File: src/msru_pkg.sv
/*
  msru_pkg: constants and types for the memory sync and reservation unit.
  assumes a 32-bit effective address and a single core clock domain.
*/
package msru_pkg;
  localparam int MSRU_AW = 32;
  localparam int MSRU_GRAN_LSB = 5;
  localparam int MSRU_GW = MSRU_AW - MSRU_GRAN_LSB;
  localparam logic [1:0] MSRU_WORD_MASK = 2'h3;
  localparam logic MSRU_RSV_RST = 1'h0;
  localparam logic MSRU_FLAG_RST = 1'h0;

  typedef enum logic [1:0] {
    MSRU_B_IDLE = 2'b00,
    MSRU_B_DRAIN = 2'b01,
    MSRU_B_DONE = 2'b10
  } msru_bstate_t;
endpackage : msru_pkg

File: src/msru_rsv_if.sv
/*
  msru_rsv_if: carries reservation requests from the top to the tracker.
  assumes all signals are on the core clock.
*/
`timescale 1ns/1ps
interface msru_rsv_if;
  import msru_pkg::*;
  logic lr_req;
  logic sc_req;
  logic snp_wr;
  logic [MSRU_AW-1:0] lr_addr;
  logic [MSRU_AW-1:0] snp_addr;
  logic held;
  logic sc_ok;
  logic sc_done;
  modport top (output lr_req, sc_req, snp_wr, lr_addr, snp_addr, input held, sc_ok, sc_done);
  modport trk (input lr_req, sc_req, snp_wr, lr_addr, snp_addr, output held, sc_ok, sc_done);
endinterface : msru_rsv_if

File: src/msru_rsv.sv
/*
  msru_rsv: single-entry reservation tracker.
  assumes at most one load-reserve or store-conditional request per cycle.
*/
`timescale 1ns/1ps
module msru_rsv
  import msru_pkg::*;
(
  input wire logic clk,
  input wire logic rst,
  msru_rsv_if.trk rif
);
  typedef struct packed {
    logic valid;
    logic [MSRU_GW-1:0] gran;
    logic ok;
    logic done;
  } msru_rsv_st_t;

  msru_rsv_st_t st;
  msru_rsv_st_t next_st;
  logic snp_hit;

  // low address bits dropped: compare whole granules only
  assign snp_hit = rif.snp_wr && st.valid &&
    (rif.snp_addr[MSRU_AW-1:MSRU_GRAN_LSB] == st.gran);

  always_comb begin
    next_st = st;
    next_st.done = 1'b0;
    if (snp_hit) begin
      next_st.valid = 1'b0;
    end
    if (rif.sc_req) begin
      next_st.ok = st.valid;
      next_st.done = 1'b1;
      next_st.valid = 1'b0;
    end else if (rif.lr_req) begin
      // a new reservation wins over a snoop hit on the old granule
      next_st.valid = 1'b1;
      next_st.gran = rif.lr_addr[MSRU_AW-1:MSRU_GRAN_LSB];
    end
  end

  always_ff @(posedge clk or posedge rst) begin
    if (rst) begin
      st <= '{valid: MSRU_RSV_RST, gran: '0, ok: MSRU_FLAG_RST, done: 1'b0};
    end else begin
      st <= next_st;
    end
  end

  assign rif.held = st.valid;
  assign rif.sc_ok = st.ok;
  assign rif.sc_done = st.done;
endmodule : msru_rsv

File: src/msru_top.sv
/*
  msru_top: memory barrier sequencer and reservation front end.
  assumes the pipeline reports older-instruction progress as same-clock levels
  and that the snoop bus comes from another domain, so it is synchronised here.
*/
`timescale 1ns/1ps
// Function
// barrier stalls younger instructions until older ones cannot fault
// barrier waits until older memory accesses are globally performed
// barrier never starts a bus transaction
// barrier waits for all older load/store cache and bus activity
// touch hints need only finish translation, not their bus cycle
// reservation covers one aligned 32-byte granule
// store-conditional with reservation stores and sets success flag
// store-conditional without reservation suppresses store, clears flag
// at most one reservation: one valid flag, one granule address
// each load-reserve sets valid and replaces the granule address
// store-conditional succeeds regardless of address match
// every store-conditional clears the reservation
// snooped foreign write in the granule clears the reservation
// load-reserve and store-conditional addresses must be word aligned
// write-through target never raises a storage fault here
// reservation cleared at reset
module msru_top
  import msru_pkg::*;
(
  input wire logic CLK,
  input wire logic RST,
  input wire logic SYNC_REQ,
  input wire logic OLDER_EXC_PEND,
  input wire logic OLDER_MEM_PEND,
  input wire logic OLDER_BUS_PEND,
  input wire logic OLDER_TOUCH_XLATE_PEND,
  input wire logic LR_REQ,
  input wire logic SC_REQ,
  input wire logic [MSRU_AW-1:0] EA,
  input wire logic WT_MEM,
  input wire logic SNP_WR,
  input wire logic [MSRU_AW-1:0] SNP_ADDR,
  output logic YOUNGER_STALL,
  output logic SYNC_DONE,
  output logic BUS_REQ,
  output logic SC_STORE_EN,
  output logic SC_DONE,
  output logic SUCCESS_FLAG,
  output logic RSV_HELD,
  output logic ALIGN_ERR,
  output logic DSI_FAULT
);
  typedef struct packed {
    msru_bstate_t bst;
    logic stall;
    logic done;
    logic snp_wr_s1;
    logic snp_wr_s2;
    logic snp_wr_s3;
    logic [MSRU_AW-1:0] snp_a_s1;
    logic [MSRU_AW-1:0] snp_a_s2;
    logic align_err;
  } msru_top_st_t;

  msru_top_st_t st;
  msru_top_st_t next_st;
  logic older_busy;
  logic misalign;

  msru_rsv_if rif ();

  msru_rsv u_rsv (
    .clk(CLK),
    .rst(RST),
    .rif(rif)
  );

  // touch hints are absent here: only their translation is waited on
  assign older_busy = OLDER_EXC_PEND || OLDER_MEM_PEND || OLDER_BUS_PEND ||
    OLDER_TOUCH_XLATE_PEND;
  assign misalign = (EA[1:0] & MSRU_WORD_MASK) != 2'h0;

  // misaligned load-reserves are flagged and not tracked: no defined granule exists; misaligned store-conditionals still reach the tracker
  assign rif.lr_req = LR_REQ && !misalign;
  assign rif.sc_req = SC_REQ;
  assign rif.lr_addr = EA;
  // the address word crosses bit by bit: trust it only once the strobe was seen twice,
  // so every address flop has sampled a word that was already stable
  assign rif.snp_wr = st.snp_wr_s2 && st.snp_wr_s3;
  assign rif.snp_addr = st.snp_a_s2;

  always_comb begin
    next_st = st;
    next_st.done = 1'b0;
    next_st.snp_wr_s1 = SNP_WR;
    next_st.snp_wr_s2 = st.snp_wr_s1;
    next_st.snp_wr_s3 = st.snp_wr_s2;
    next_st.snp_a_s1 = SNP_ADDR;
    next_st.snp_a_s2 = st.snp_a_s1;
    next_st.align_err = (LR_REQ || SC_REQ) && misalign;
    unique case (st.bst)
      MSRU_B_IDLE: begin
        if (SYNC_REQ) begin
          next_st.bst = MSRU_B_DRAIN;
          next_st.stall = 1'b1;
        end
      end
      MSRU_B_DRAIN: begin
        if (!older_busy) begin
          next_st.bst = MSRU_B_DONE;
        end
      end
      MSRU_B_DONE: begin
        next_st.bst = MSRU_B_IDLE;
        next_st.stall = 1'b0;
        next_st.done = 1'b1;
      end
      default: begin
        next_st.bst = MSRU_B_IDLE;
        next_st.stall = 1'b0;
      end
    endcase
  end

  always_ff @(posedge CLK or posedge RST) begin
    if (RST) begin
      st <= '0;
    end else begin
      st <= next_st;
    end
  end

  always_ff @(posedge CLK or posedge RST) begin
    if (RST) begin
      YOUNGER_STALL <= 1'b0;
      SYNC_DONE <= 1'b0;
      BUS_REQ <= 1'b0;
      SC_STORE_EN <= 1'b0;
      SC_DONE <= 1'b0;
      SUCCESS_FLAG <= MSRU_FLAG_RST;
      RSV_HELD <= MSRU_RSV_RST;
      ALIGN_ERR <= 1'b0;
      DSI_FAULT <= 1'b0;
    end else begin
      YOUNGER_STALL <= next_st.stall;
      SYNC_DONE <= next_st.done;
      BUS_REQ <= 1'b0;
      SC_STORE_EN <= rif.sc_done && rif.sc_ok;
      SC_DONE <= rif.sc_done;
      SUCCESS_FLAG <= rif.sc_done ? rif.sc_ok : SUCCESS_FLAG;
      RSV_HELD <= rif.held;
      ALIGN_ERR <= st.align_err;
      DSI_FAULT <= 1'b0 & WT_MEM;
    end
  end
endmodule : msru_top

File: config.mk
export PLATFORM = sky130hd
export DESIGN_NAME = msru_top
export DESIGN_NICKNAME = d
export VERILOG_FILES = /design/src/msru_pkg.sv /design/src/msru_rsv_if.sv /design/src/msru_rsv.sv /design/src/msru_top.sv
export SDC_FILE = /design/constraint.sdc
export NUM_CORES = 1
export LEC_CHECK = 0
export ABC_AREA = 1
export BUFFER_PORTS_ARGS = -buffer_cell sky130_fd_sc_hd__buf_2
export CORE_MARGIN = 2
export CORE_UTILIZATION = 45
export CTS_CLUSTER_SIZE = 40
export DETAILED_ROUTE_END_ITERATION = 6
export GPL_ROUTABILITY_DRIVEN = 1
export PLACE_DENSITY = 0.68
export SLEW_MARGIN = 20
export SYNTH_ARGS = -nofsm -noshare
export SYNTH_HDL_FRONTEND = slang
export SYNTH_HIERARCHICAL = 1
export SYNTH_SLANG_ARGS = --single-unit
File: constraint.sdc
create_clock -name CLK -period 2.7 [get_ports CLK]
set_input_delay 0.27 -clock CLK [delete_from_list [all_inputs] [get_ports CLK]]
set_output_delay 0.27 -clock CLK [all_outputs]
set_load 0.005 [all_outputs]
# Yosys cells after proc, flatten, opt, wreduce, memory -nomap -nowiden
# Cells that the tools add are included.
dict set report op_classes {
  addsub 0
  mul 0
  div 0
  n_lt_le_gt_ge 0
  eq_ne 5
  n_shift 0
  n_mux 9
  bitwise_logic 2
  reduce_logical 17
}
# operator count
set ops {}
lappend ops {{28-bit two-way mux} 1}
lappend ops {{27-bit == test} 1}
lappend ops {{1-bit logical AND} 6}
lappend ops {{2-bit AND reduction} 3}
lappend ops {{1-bit logical OR} 4}
lappend ops {{1-bit two-way mux} 4}
lappend ops {{2-bit inequality test (second input constant)} 2}
lappend ops {{2-bit case mux with 2 select lines} 1}
lappend ops {{3-bit two-way mux} 1}
lappend ops {{3-bit nonzero test} 1}
lappend ops {{2-bit by 1-bit == test with 1-bit output (second input constant)} 1}
lappend ops {{2-bit == test (second input constant)} 1}
lappend ops {{2-bit logical NOT} 1}
lappend ops {{2-bit two-way mux} 1}
lappend ops {{1-bit NOT} 2}
lappend ops {{1-bit case mux with 2 select lines} 1}
lappend ops {{2-bit nonzero test} 1}
lappend ops {{1-bit logical NOT} 1}
dict set report totals {
  regBits 107
  latch_bits 0
  mem_bits_rw 0
  mem_bits_ro 0
  input_bits 75
  out_inout_bits 9
  elab_cells 51
  mem_count 0
}

# Logic depth before layout (Yosys ltp)
# Gate-level depths: netlist of run 1.
dict set report logic_depth {
  depth_word 6
  ltp_mapped 9
  depth_no_buf 9
}

# Hierarchy
# The synthesis of run 1 kept the hierarchy.
# mod instances cells_per_inst area_per_inst_um2
set modules_own_cells {}
lappend modules_own_cells {msru_top 1 105 2055.7}
lappend modules_own_cells {msru_rsv 1 251 1655.3}

# Least setup slack after synthesis of run 1
# Ideal clock, no wire load.
dict set report synth_timing {
  kind {input port to flip-flop}
  from {input EA[1]}
  to {register u_rsv/st[5] (netlist name)}
  t_arrival_ps 905
  setup_slack_ps 1672
  cell_stages 5
  path_cell_list {nor3b_1 > nand2_2 > buf_4 > nor2_1 > a21oi_1}
}
dict set report synth_via {
  elab_chain_len 4
}
# element line
set synth_rtl {}
lappend synth_rtl {{start, declared} msru_top.sv:36} ;# input wire logic [MSRU_AW-1:0] EA,
lappend synth_rtl {{2-bit nonzero test} msru_top.sv:78} ;# assign misalign = (EA[1:0] & MSRU_WORD_MASK) != 2'h0;
lappend synth_rtl {{1-bit logical NOT} msru_top.sv:81} ;# assign rif.lr_req = LR_REQ && !misalign;
lappend synth_rtl {{1-bit logical AND} msru_top.sv:81}
lappend synth_rtl {{2-bit AND reduction (no source line)} -}
lappend synth_rtl {{end signal, assigned} msru_rsv.sv:47} ;# st <= '{valid: MSRU_RSV_RST, gran: '0, ok: MSRU_FLAG_RST, done: 1'b0};
lappend synth_rtl {{end signal, assigned} msru_rsv.sv:49} ;# st <= next_st;
lappend synth_rtl {{end, declared} msru_rsv.sv:20} ;# msru_rsv_st_t st;
# Every way passes these cells.
# A chain may end at the register's enable or synchronous reset.

# Worst setup path after layout of run 1
dict set report layout_timing {
  from {input EA[1]}
  to {register u_rsv/st[5] (netlist name)}
}
dict set report layout_via {
  elab_chain_len 4
}
# element line
set layout_rtl {}
lappend layout_rtl {{2-bit nonzero test} msru_top.sv:78}
lappend layout_rtl {{1-bit logical NOT} msru_top.sv:81}
lappend layout_rtl {{1-bit logical AND} msru_top.sv:81}
lappend layout_rtl {{net rif.lr_req} msru_rsv_if.sv:8} ;# logic lr_req;
lappend layout_rtl {{2-bit AND reduction (no source line)} -}
# The timed path passes the listed nets, and every way through them passes these cells.

==> impl_metrics.py, run 1 <==
metrics = {
    "global_routing": {
        "grt_max_degree": 43,
        "antenna_found_initial": 0,
        "grt_pass1_vias": 2241,
        "overflow": 0,
        "grtUsageTotal_pct": 15.1,
        "grt_pass1_wl_um": 9740,
    },
    "worst_hold_path": {
        "worstHoldEndpoint": "next_st[32]",
        "min-delay-start": "SNP_ADDR[31]",
        "hold_path_depth": 1,
        "min_path_type": "in2reg",
    },
    "worst_setup_path": {
        "r2r-end": "u_rsv/rif.held",
        "cp_data_required_time_ns": 2.93,
        "reg2reg_depth": 9,
        "path_class": "in2reg",
        "critPathMaxFanout": 30,
        "cp.arrival_ns": 1.55,
        "r2r_slack_ns": 1.51,
        "cp-end-kind": "flip-flop",
        "worst_setup_path_start_kind": "input pin",
        "reg2reg_from": "u_rsv/st[9]",
        "critical_path.cell_chain": "buf_2, nor3b_1, nand2_2, buf_4, nor2_1, a21oi_1",
        "critPathSlowestCell": "nand2_2",
        "crit_buf_inv": 2,
        "slowest_delay_ns": 0.37,
        "cpLargestDelayFamily": "simple AND/OR/NAND/NOR gates",
    },
    "power": {
        "p_leak_nw": 2.35,
        "fin_total_pwr_mw": 3.12,
        "ir_worst_vdd_mv": 0.352,
        "power.density_mw_per_mm2": 732,
    },
    "placement": {
        "hpwl_um": 4110,
        "portBuffers": 72,
        "gp_congestion": 0.720,
    },
    "final_layout": {
        "nFillCells": 643,
        "area_growth_pct": 23.1,
        "layout_common_cells": "dfrtp_1 (97), nand2_1 (93), buf_2 (72)",
        "multi_input_area_sq_um": 761,
        "seq_area_sq_mm": 0.00243,
        "nets": 509,
        "drive_above_1_share_pct": 23.9,
        "antenna_cells": 0,
        "final_common_cell": "dfrtp_1",
    },
    "timing": {
        "finalSetupViolCount": 0,
        "rsz0062_at_grt": "no",
        "drv_slew": 0,
        "max_freq_mhz": 758,
        "finalHoldViolCount": 0,
        "max-slew-margin-rel_pct": 61.7,
        "worstMarginPinSlew_ns": 0.573,
        "period_minus_slack_ns": 1.32,
        "fin_tns_setup_ns": 0,
        "finalCritPeriodShare_pct": 48.9,
        "fin_worst_skew_ns": 0.00659,
    },
    "routing": {
        "wl_per_cell_um": 11.1,
        "highest_layer": "met4",
        "drt_iter0_markers": 105,
        "dr_wl_met3_um": 340,
        "firstDrtPassIters": 4,
        "wl_um": 5950,
        "via_count": 2331,
        "ant_nets": 0,
        "routed_via_density": 4.33,
        "met1_length_um": 2720,
        "wl_met2_um": 2780,
        "drc": 0,
    },
    "die": {
        "fp.dieArea_sq_mm": 0.00841,
        "die_x_um": 91.7,
        "fp.coreArea_sq_mm": 0.00733,
        "start_util_pct": 47.2,
        "rows": 31,
        "io-pin-count": 84,
        "fp.dieH_um": 91.7,
    },
    "clock_network": {
        "cts_tree": "done",
        "cts.path.max_buffers": 2,
        "cts_made_buffers": 9,
        "h-tree-depth": 3,
        "cts.sinks": 97,
        "clock-root-buffer": "clkbuf_8",
        "clkTransAtPathRegs_ns": 0.09,
        "clock_latency_ns": 0.35,
    },
    "logic_synthesis": {
        "syn_inst": 346,
        "synth_area_sq_mm": 0.00346,
        "syn_avg_cell_area_sq_um": 10.0,
        "synth_warnings": 6,
    },
    "status": {
        "outcome": "finished clean",
    },
    "job": {
        "drv_cap": 0,
    },
}
==> registers in the layout (all words and copies together), names as in the netlist <==
name / cells
u_rsv/rif.sc_ok: 1
next_st: 29
SUCCESS_FLAG: 1
SC_STORE_EN: 1
YOUNGER_STALL: 1
u_rsv/rif.held: 1
SYNC_DONE: 1
u_rsv/st: 27
SC_DONE: 1
st: 4
RSV_HELD: 1
ALIGN_ERR: 1
rif.snp_addr: 27
u_rsv/rif.sc_done: 1
==> through the flow <==
| stage | hold WS (ns) | instances | setup WS, ns | util [%] | cell area, sq um |
|---|---|---|---|---|---|
| after floorplan | 0.301 | 347 | 0.747 | - | 3460 |
| after global placement | 0.332 | 514 | 1.00 | 53.7 | 3940 |
| after detailed placement | 0.335 | 514 | 0.975 | 53.7 | 3940 |
| after CTS | 0.00116 | 533 | 1.36 | 57.4 | 4210 |
| after global routing | 0.000480 | 538 | 1.27 | 58.1 | 4260 |
| final | 0.0253 | 538 | 1.38 | 58.1 | 4260 |
==> what timing repair did <==
action	4_1_cts	5_1_grt
endpoints found under the hold margin	27	5
endpoints found under the setup margin	0	0
resized for setup	0	0
hold buffers	3	5
setup buffers	0	0
==> layer usage <==
layer / track usage (%) / vias up
li1: - / 1185
met1: 19.6 / 1080
met2: 24.0 / 56
met3: 5.01 / 10
met4: 5.22 / 0
met5: 0 / -
==> worst register-to-register path: stages (launching register included) <==
cell     delay, ns
dfrtp_1       0.38
inv_1         0.07
nand2_1       0.06
nand2_1       0.05
nor2_1        0.09
nand2_1       0.08
nor2_1        0.09
nand2_1       0.07
o21ai_1       0.12
nand2_1       0.06
==> how the worst max path moves through the flow <==
stage	from	end	cells past startpoint
2_1_floorplan	RST	ALIGN_ERR	1
3_3_place_gp	EA[1]	u_rsv/st[9]	6
3_5_place_dp	EA[1]	u_rsv/st[9]	6
4_1_cts	EA[1]	u_rsv/st[5]	6
5_1_grt	rif.snp_addr[14]	u_rsv/rif.held	9
6_report	EA[1]	u_rsv/st[5]	6
==> final cells by class <==
type	instances	area share [%]
clock inverter	5	2.41
timing repair buffer	83	11.2
sequential	97	57.0
multi-input combinational	182	17.9
clock buffer	11	3.32
inverter	61	5.37
tap	99	2.91
==> power by group <==
part / internal [mW] / switching [mW]
Combinational: 0.155 / 0.205
Clock: 0.639 / 0.452
Sequential: 1.59 / 0.0728
(Power assumes the default switching activity.)
==> run 2: changes to the inputs <==
Settings changed: PLACE_DENSITY 0.68 to 0.71.
Clock period 2.7 ns to 1.2 ns, I/O delays scaled along.
==> impl_metrics.py, run 2 (synthesized netlist as in run 1, its figures left out) <==
metrics = {
    "status": {
        "outcome": "finished with violations",
        "violations": "setup timing",
    },
    "global_routing": {
        "grt_max_degree": 37,
        "grt_pass1_wl_um": 10900,
        "overflow": 0,
        "antenna_found_initial": 0,
        "grt_pass1_vias": 2472,
        "grtUsageTotal_pct": 16.8,
    },
    "routing": {
        "firstDrtPassIters": 4,
        "routed_via_density": 4.34,
        "via_count": 2487,
        "ant_nets": 0,
        "drt_iter0_markers": 77,
        "drc": 0,
        "wl_per_cell_um": 11.1,
        "wl_um": 6370,
    },
    "final_layout": {
        "nFillCells": 613,
        "nets": 544,
        "final_common_cell": "dfrtp_1",
        "post-route-util_pct": 62.1,
        "area_growth_pct": 31.6,
        "post-route-cell-area_sq_mm": 0.00455,
        "drive_above_1_share_pct": 23.2,
        "layout_common_cells": "dfrtp_1 (97), nand2_1 (92), buf_2 (72)",
        "largest_register_ffs": 29,
        "final_cells": 573,
        "antenna_cells": 0,
    },
    "power": {
        "p_leak_nw": 2.46,
        "p_int_mw": 4.85,
        "p_sw_mw": 1.75,
        "swShare_pct": 26.5,
        "ir_worst_vdd_mv": 0.962,
        "pwr-share-seq_pct": 56.7,
        "power.density_mw_per_mm2": 1450,
        "combinationalPowerShare_pct": 13.7,
        "fin_total_pwr_mw": 6.60,
        "clkPwrFrac_pct": 29.6,
    },
    "die": {
        "fp.coreArea_sq_mm": 0.00733,
        "die_x_um": 91.7,
        "rows": 31,
        "fp.dieH_um": 91.7,
        "start_util_pct": 47.2,
        "io-pin-count": 84,
        "fp.dieArea_sq_mm": 0.00841,
    },
    "clock_network": {
        "cts.path.max_buffers": 2,
        "cts_made_buffers": 9,
        "clock_latency_ns": 0.36,
        "clock-root-buffer": "clkbuf_8",
        "cts.sinks": 97,
        "cts_tree": "done",
        "h-tree-depth": 3,
        "cts_setup_buffers": 0,
        "clkTransAtPathRegs_ns": 0.09,
    },
    "worst_setup_path": {
        "critPathMaxFanout": 3,
        "cp.arrival_ns": 1.44,
        "cp_data_required_time_ns": 1.44,
        "crit_buf_inv": 0,
        "worst_setup_path_start_kind": "flip-flop",
        "critical_path.cell_chain": "nand2_1, nand2_1, nor2_1, nand2_1, nor2_1, nand2_1, o21ai_1, nand2_1",
        "path_class": "reg2reg",
        "slowest_delay_ns": 0.41,
        "cpLargestDelayFamily": "simple AND/OR/NAND/NOR gates",
        "cp-end-kind": "flip-flop",
        "crit_top_cell": "nand2_1",
        "critPathSlowestCell": "dfrtp_1",
    },
    "job": {
        "drv_cap": 0,
    },
    "placement": {
        "hpwl_um": 4140,
        "dp.cells": 517,
        "gp_congestion": 0.757,
        "dp_slack_ns": 0.00280,
        "portBuffers": 72,
        "placed_area_sq_mm": 0.00396,
    },
    "timing": {
        "final.setup.worst_slack_ns": -0.0000488,
        "max_freq_mhz": 833,
        "finalHoldViolCount": 0,
        "rsz0062_at_grt": "yes",
        "finalSetupViolCount": 1,
        "fin_worst_skew_ns": 0.00902,
        "drv_slew": 0,
        "finalCritPeriodShare_pct": 100,
        "period_minus_slack_ns": 1.20,
    },
    "worst_hold_path": {
        "min_path_type": "in2reg",
    },
}
==> run 2: cell types whose count changed in the layout (fill, tap and decap cells not counted), sizes merged <==
| cell | delta |
|---|---|
| buf | +3 |
| dlygate4sd3 | +32 |
| clkinvlp | +1 |
| inv | +2 |
| bufinv | -3 |
==> run 2: layer usage <==
metal	vias up	share of wire [%]	GRT usage, %
li1	1257	-	-
met1	1159	43	21.0
met2	58	50	27.2
met3	13	4.9	5.42
met4	0	2.0	6.59
met5	-	0	0
==> run 2: worst reg2reg max path, cell delays in order (launching register included) <==
cell	delay, ns
dfrtp_1	0.41
nand2_1	0.07
nand2_1	0.07
nor2_1	0.10
nand2_1	0.06
nor2_1	0.12
nand2_1	0.08
o21ai_1	0.12
nand2_1	0.06
==> run 2: layout make-up <==
class	count	area (sq um)	area share, %
Sequential cell	97	2430	53.3
Clock buffer	11	141	3.10
Clock inverter	5	45.0	0.989
Inverter	61	233	5.11
Multi-Input combinational cell	182	766	16.8
Timing Repair Buffer	118	818	18.0
Tap cell	99	124	2.72
==> run 2: repair_timing <==
item | CTS | global route
endpoints found under the hold margin | 134 | 1
setup endpoints to repair | 0 | 1
hold buffers | 39 | 1
gates resized for setup | 0 | 2
==> run 2: stage by stage <==
stage / hold WS [ns] / setup TNS [ns]
floorplan: 0.151 / 0
global placement: 0.192 / 0
detailed placement: 0.200 / 0
CTS: 0.00119 / 0
global route: 0.00510 / -0.0866
finish: 0.00715 / -0.0000488
==> run 2: worst paths after layout <==
path                               from               end  slack (ns)  depth (start not counted)
max                        u_rsv/st[18]    u_rsv/rif.held    -0.00005                          8
min                              EA[24]      u_rsv/st[21]       0.007                          3
max reg2reg                u_rsv/st[18]    u_rsv/rif.held    -0.00005                          8
min reg2reg                       st[0]         ALIGN_ERR        0.35                          0
max in group asynchronous           RST  rif.snp_addr[13]        0.46                          4
min in group asynchronous           RST         ALIGN_ERR        0.37                          4
==> run 2: power by group through the flow <==
stage	clock network [mW]	logic, mW	registers, mW
global placement	0	0.773	3.79
CTS	2.03	0.907	3.74
detailed placement	0	0.805	3.81
global route	2.20	1.05	3.78
floorplan	0	0.547	3.78
finish	1.95	0.907	3.74
==> run 3: changes to the inputs <==
Settings changed: GPL_TIMING_DRIVEN set to 0, PLACE_DENSITY 0.71 to 0.78.
==> impl_metrics.py, run 3 (synthesized netlist as in run 1, its figures left out) <==
metrics = {
    "status": {
        "outcome": "finished clean",
    },
    "clock_network": {
        "clock-root-buffer": "clkbuf_8",
        "h-tree-depth": 3,
        "clock_latency_ns": 0.35,
        "cts_made_buffers": 9,
        "cts_tree": "done",
        "cts.path.max_buffers": 2,
        "cts.sinks": 97,
        "clkTransAtPathRegs_ns": 0.08,
        "cts_setup_buffers": 0,
    },
    "worst_setup_path": {
        "cp.arrival_ns": 1.41,
        "cp_data_required_time_ns": 1.43,
        "critPathMaxFanout": 2,
        "reg2reg_depth": 9,
        "cp-end-kind": "flip-flop",
        "worst_setup_path_start_kind": "flip-flop",
        "reg2reg_from": "rif.snp_addr[14]",
        "crit_start": "rif.snp_addr[14]",
        "path_class": "reg2reg",
    },
    "timing": {
        "finalCritPeriodShare_pct": 98.4,
        "period_minus_slack_ns": 1.18,
        "finalHoldViolCount": 0,
        "fin_tns_setup_ns": 0,
        "finalSetupViolCount": 0,
        "max-slew-margin-rel_pct": 56.0,
        "final.setup.worst_slack_ns": 0.0193,
        "max_freq_mhz": 847,
        "worstMarginPinSlew_ns": 0.659,
        "fin_worst_skew_ns": 0.00927,
        "drv_slew": 0,
        "rsz0062_at_grt": "yes",
    },
    "placement": {
        "dp.cells": 520,
        "gp_congestion": 0.803,
        "hpwl_um": 4520,
        "dp_slack_ns": -0.0268,
        "portBuffers": 72,
    },
    "final_layout": {
        "antenna_cells": 0,
        "area_growth_pct": 31.3,
        "layout_common_cells": "dfrtp_1 (97), nand2_1 (91), buf_2 (74)",
        "largest_register_ffs": 29,
        "drive_above_1_share_pct": 25.9,
        "nets": 538,
        "final_cells": 567,
        "final_common_cell": "dfrtp_1",
    },
    "power": {
        "power.density_mw_per_mm2": 1530,
        "p_leak_nw": 2.46,
        "fin_total_pwr_mw": 6.94,
        "ir_worst_vdd_mv": 0.971,
    },
    "global_routing": {
        "grt_pass1_vias": 2648,
        "grt_max_degree": 31,
        "overflow": 0,
        "grt_pass1_wl_um": 11900,
        "antenna_found_initial": 0,
        "grtUsageTotal_pct": 18.5,
    },
    "die": {
        "fp.dieH_um": 91.7,
        "die_x_um": 91.7,
        "start_util_pct": 47.2,
        "rows": 31,
        "io-pin-count": 84,
        "fp.dieArea_sq_mm": 0.00841,
        "fp.coreArea_sq_mm": 0.00733,
    },
    "routing": {
        "firstDrtPassIters": 4,
        "via_count": 2477,
        "drt_iter0_markers": 159,
        "routed_via_density": 4.37,
        "ant_nets": 0,
        "wl_per_cell_um": 12.3,
        "drc": 0,
        "wl_um": 6960,
    },
    "job": {
        "drv_cap": 0,
    },
    "worst_hold_path": {
        "min_path_type": "in2reg",
        "min-delay-start": "LR_REQ",
        "hold_path_depth": 3,
    },
}
[run 3: cell types whose count changed in the layout (fill, tap and decap cells not counted), sizes merged]
cell / before / now
clkinvlp: 2 / 1
clkinv: 1 / 3
bufinv: 0 / 2
buf: 78 / 81
inv: 63 / 60
dlygate4sd3: 40 / 31
[run 3: worst paths after layout]
| check | slack, ns | endpoint |
|---|---|---|
| hold / removal | 0.02 | st[0] |
| min in group asynchronous | 0.36 | rif.snp_addr[14] |
| hold reg to reg | 0.35 | rif.snp_addr[7] |
| setup reg to reg | 0.02 | u_rsv/rif.held |
| setup / recovery | 0.02 | u_rsv/rif.held |
| max in group asynchronous | 0.17 | next_st[25] |
[run 3: metal layers]
metal	share of wire [%]	routed length, um	global-route usage [%]
met5	0	0	0
met4	2.1	147	8.33
met3	5.0	349	4.44
met2	51	3580	30.8
met1	41	2880	23.1
[run 3: metrics by stage]
stage	cell area, sq um	util, %	hold slack (ns)
2_1_floorplan	3470	-	0.151
3_3_place_gp	3950	53.9	0.228
3_5_place_dp	4000	54.6	0.186
4_1_cts	4530	61.8	0.00154
5_1_grt	4550	62.0	0.00366
6_report	4550	62.0	0.0160
[run 3: timing repair]
action                                  CTS  global route
resized for setup                         0             9
hold buffers                             31             0
endpoints found under the hold margin    79             0
endpoints found under the setup margin    0             1
[run 3: critical path, stage by stage, from the launching register on]
cell and delay [ns]:
dfrtp_1 0.36, inv_1 0.05, nand2_1 0.06, nand2_1 0.07
nor2_2 0.11, nand2_1 0.06, nor2_1 0.10, nand2_1 0.07
o21ai_1 0.12, nand2_1 0.06
[run 3: layout make-up]
type / count / area [sq um]
Fill cell: 595 / 2790
Sequential cell: 97 / 2430
Multi-Input combinational cell: 182 / 776
Timing Repair Buffer: 105 / 718
Inverter: 61 / 233
Clock buffer: 11 / 141
Tap cell: 99 / 124
Clock inverter: 5 / 78.8
Buffer: 7 / 47.5
[run 3: power breakdown]
group          switching [mW]  total (mW)  leakage (nW)  internal, mW
sequential              0.177        3.76          1.12          3.59
clock                    1.03        2.26         0.113          1.23
combinational           0.503       0.921          1.23         0.418
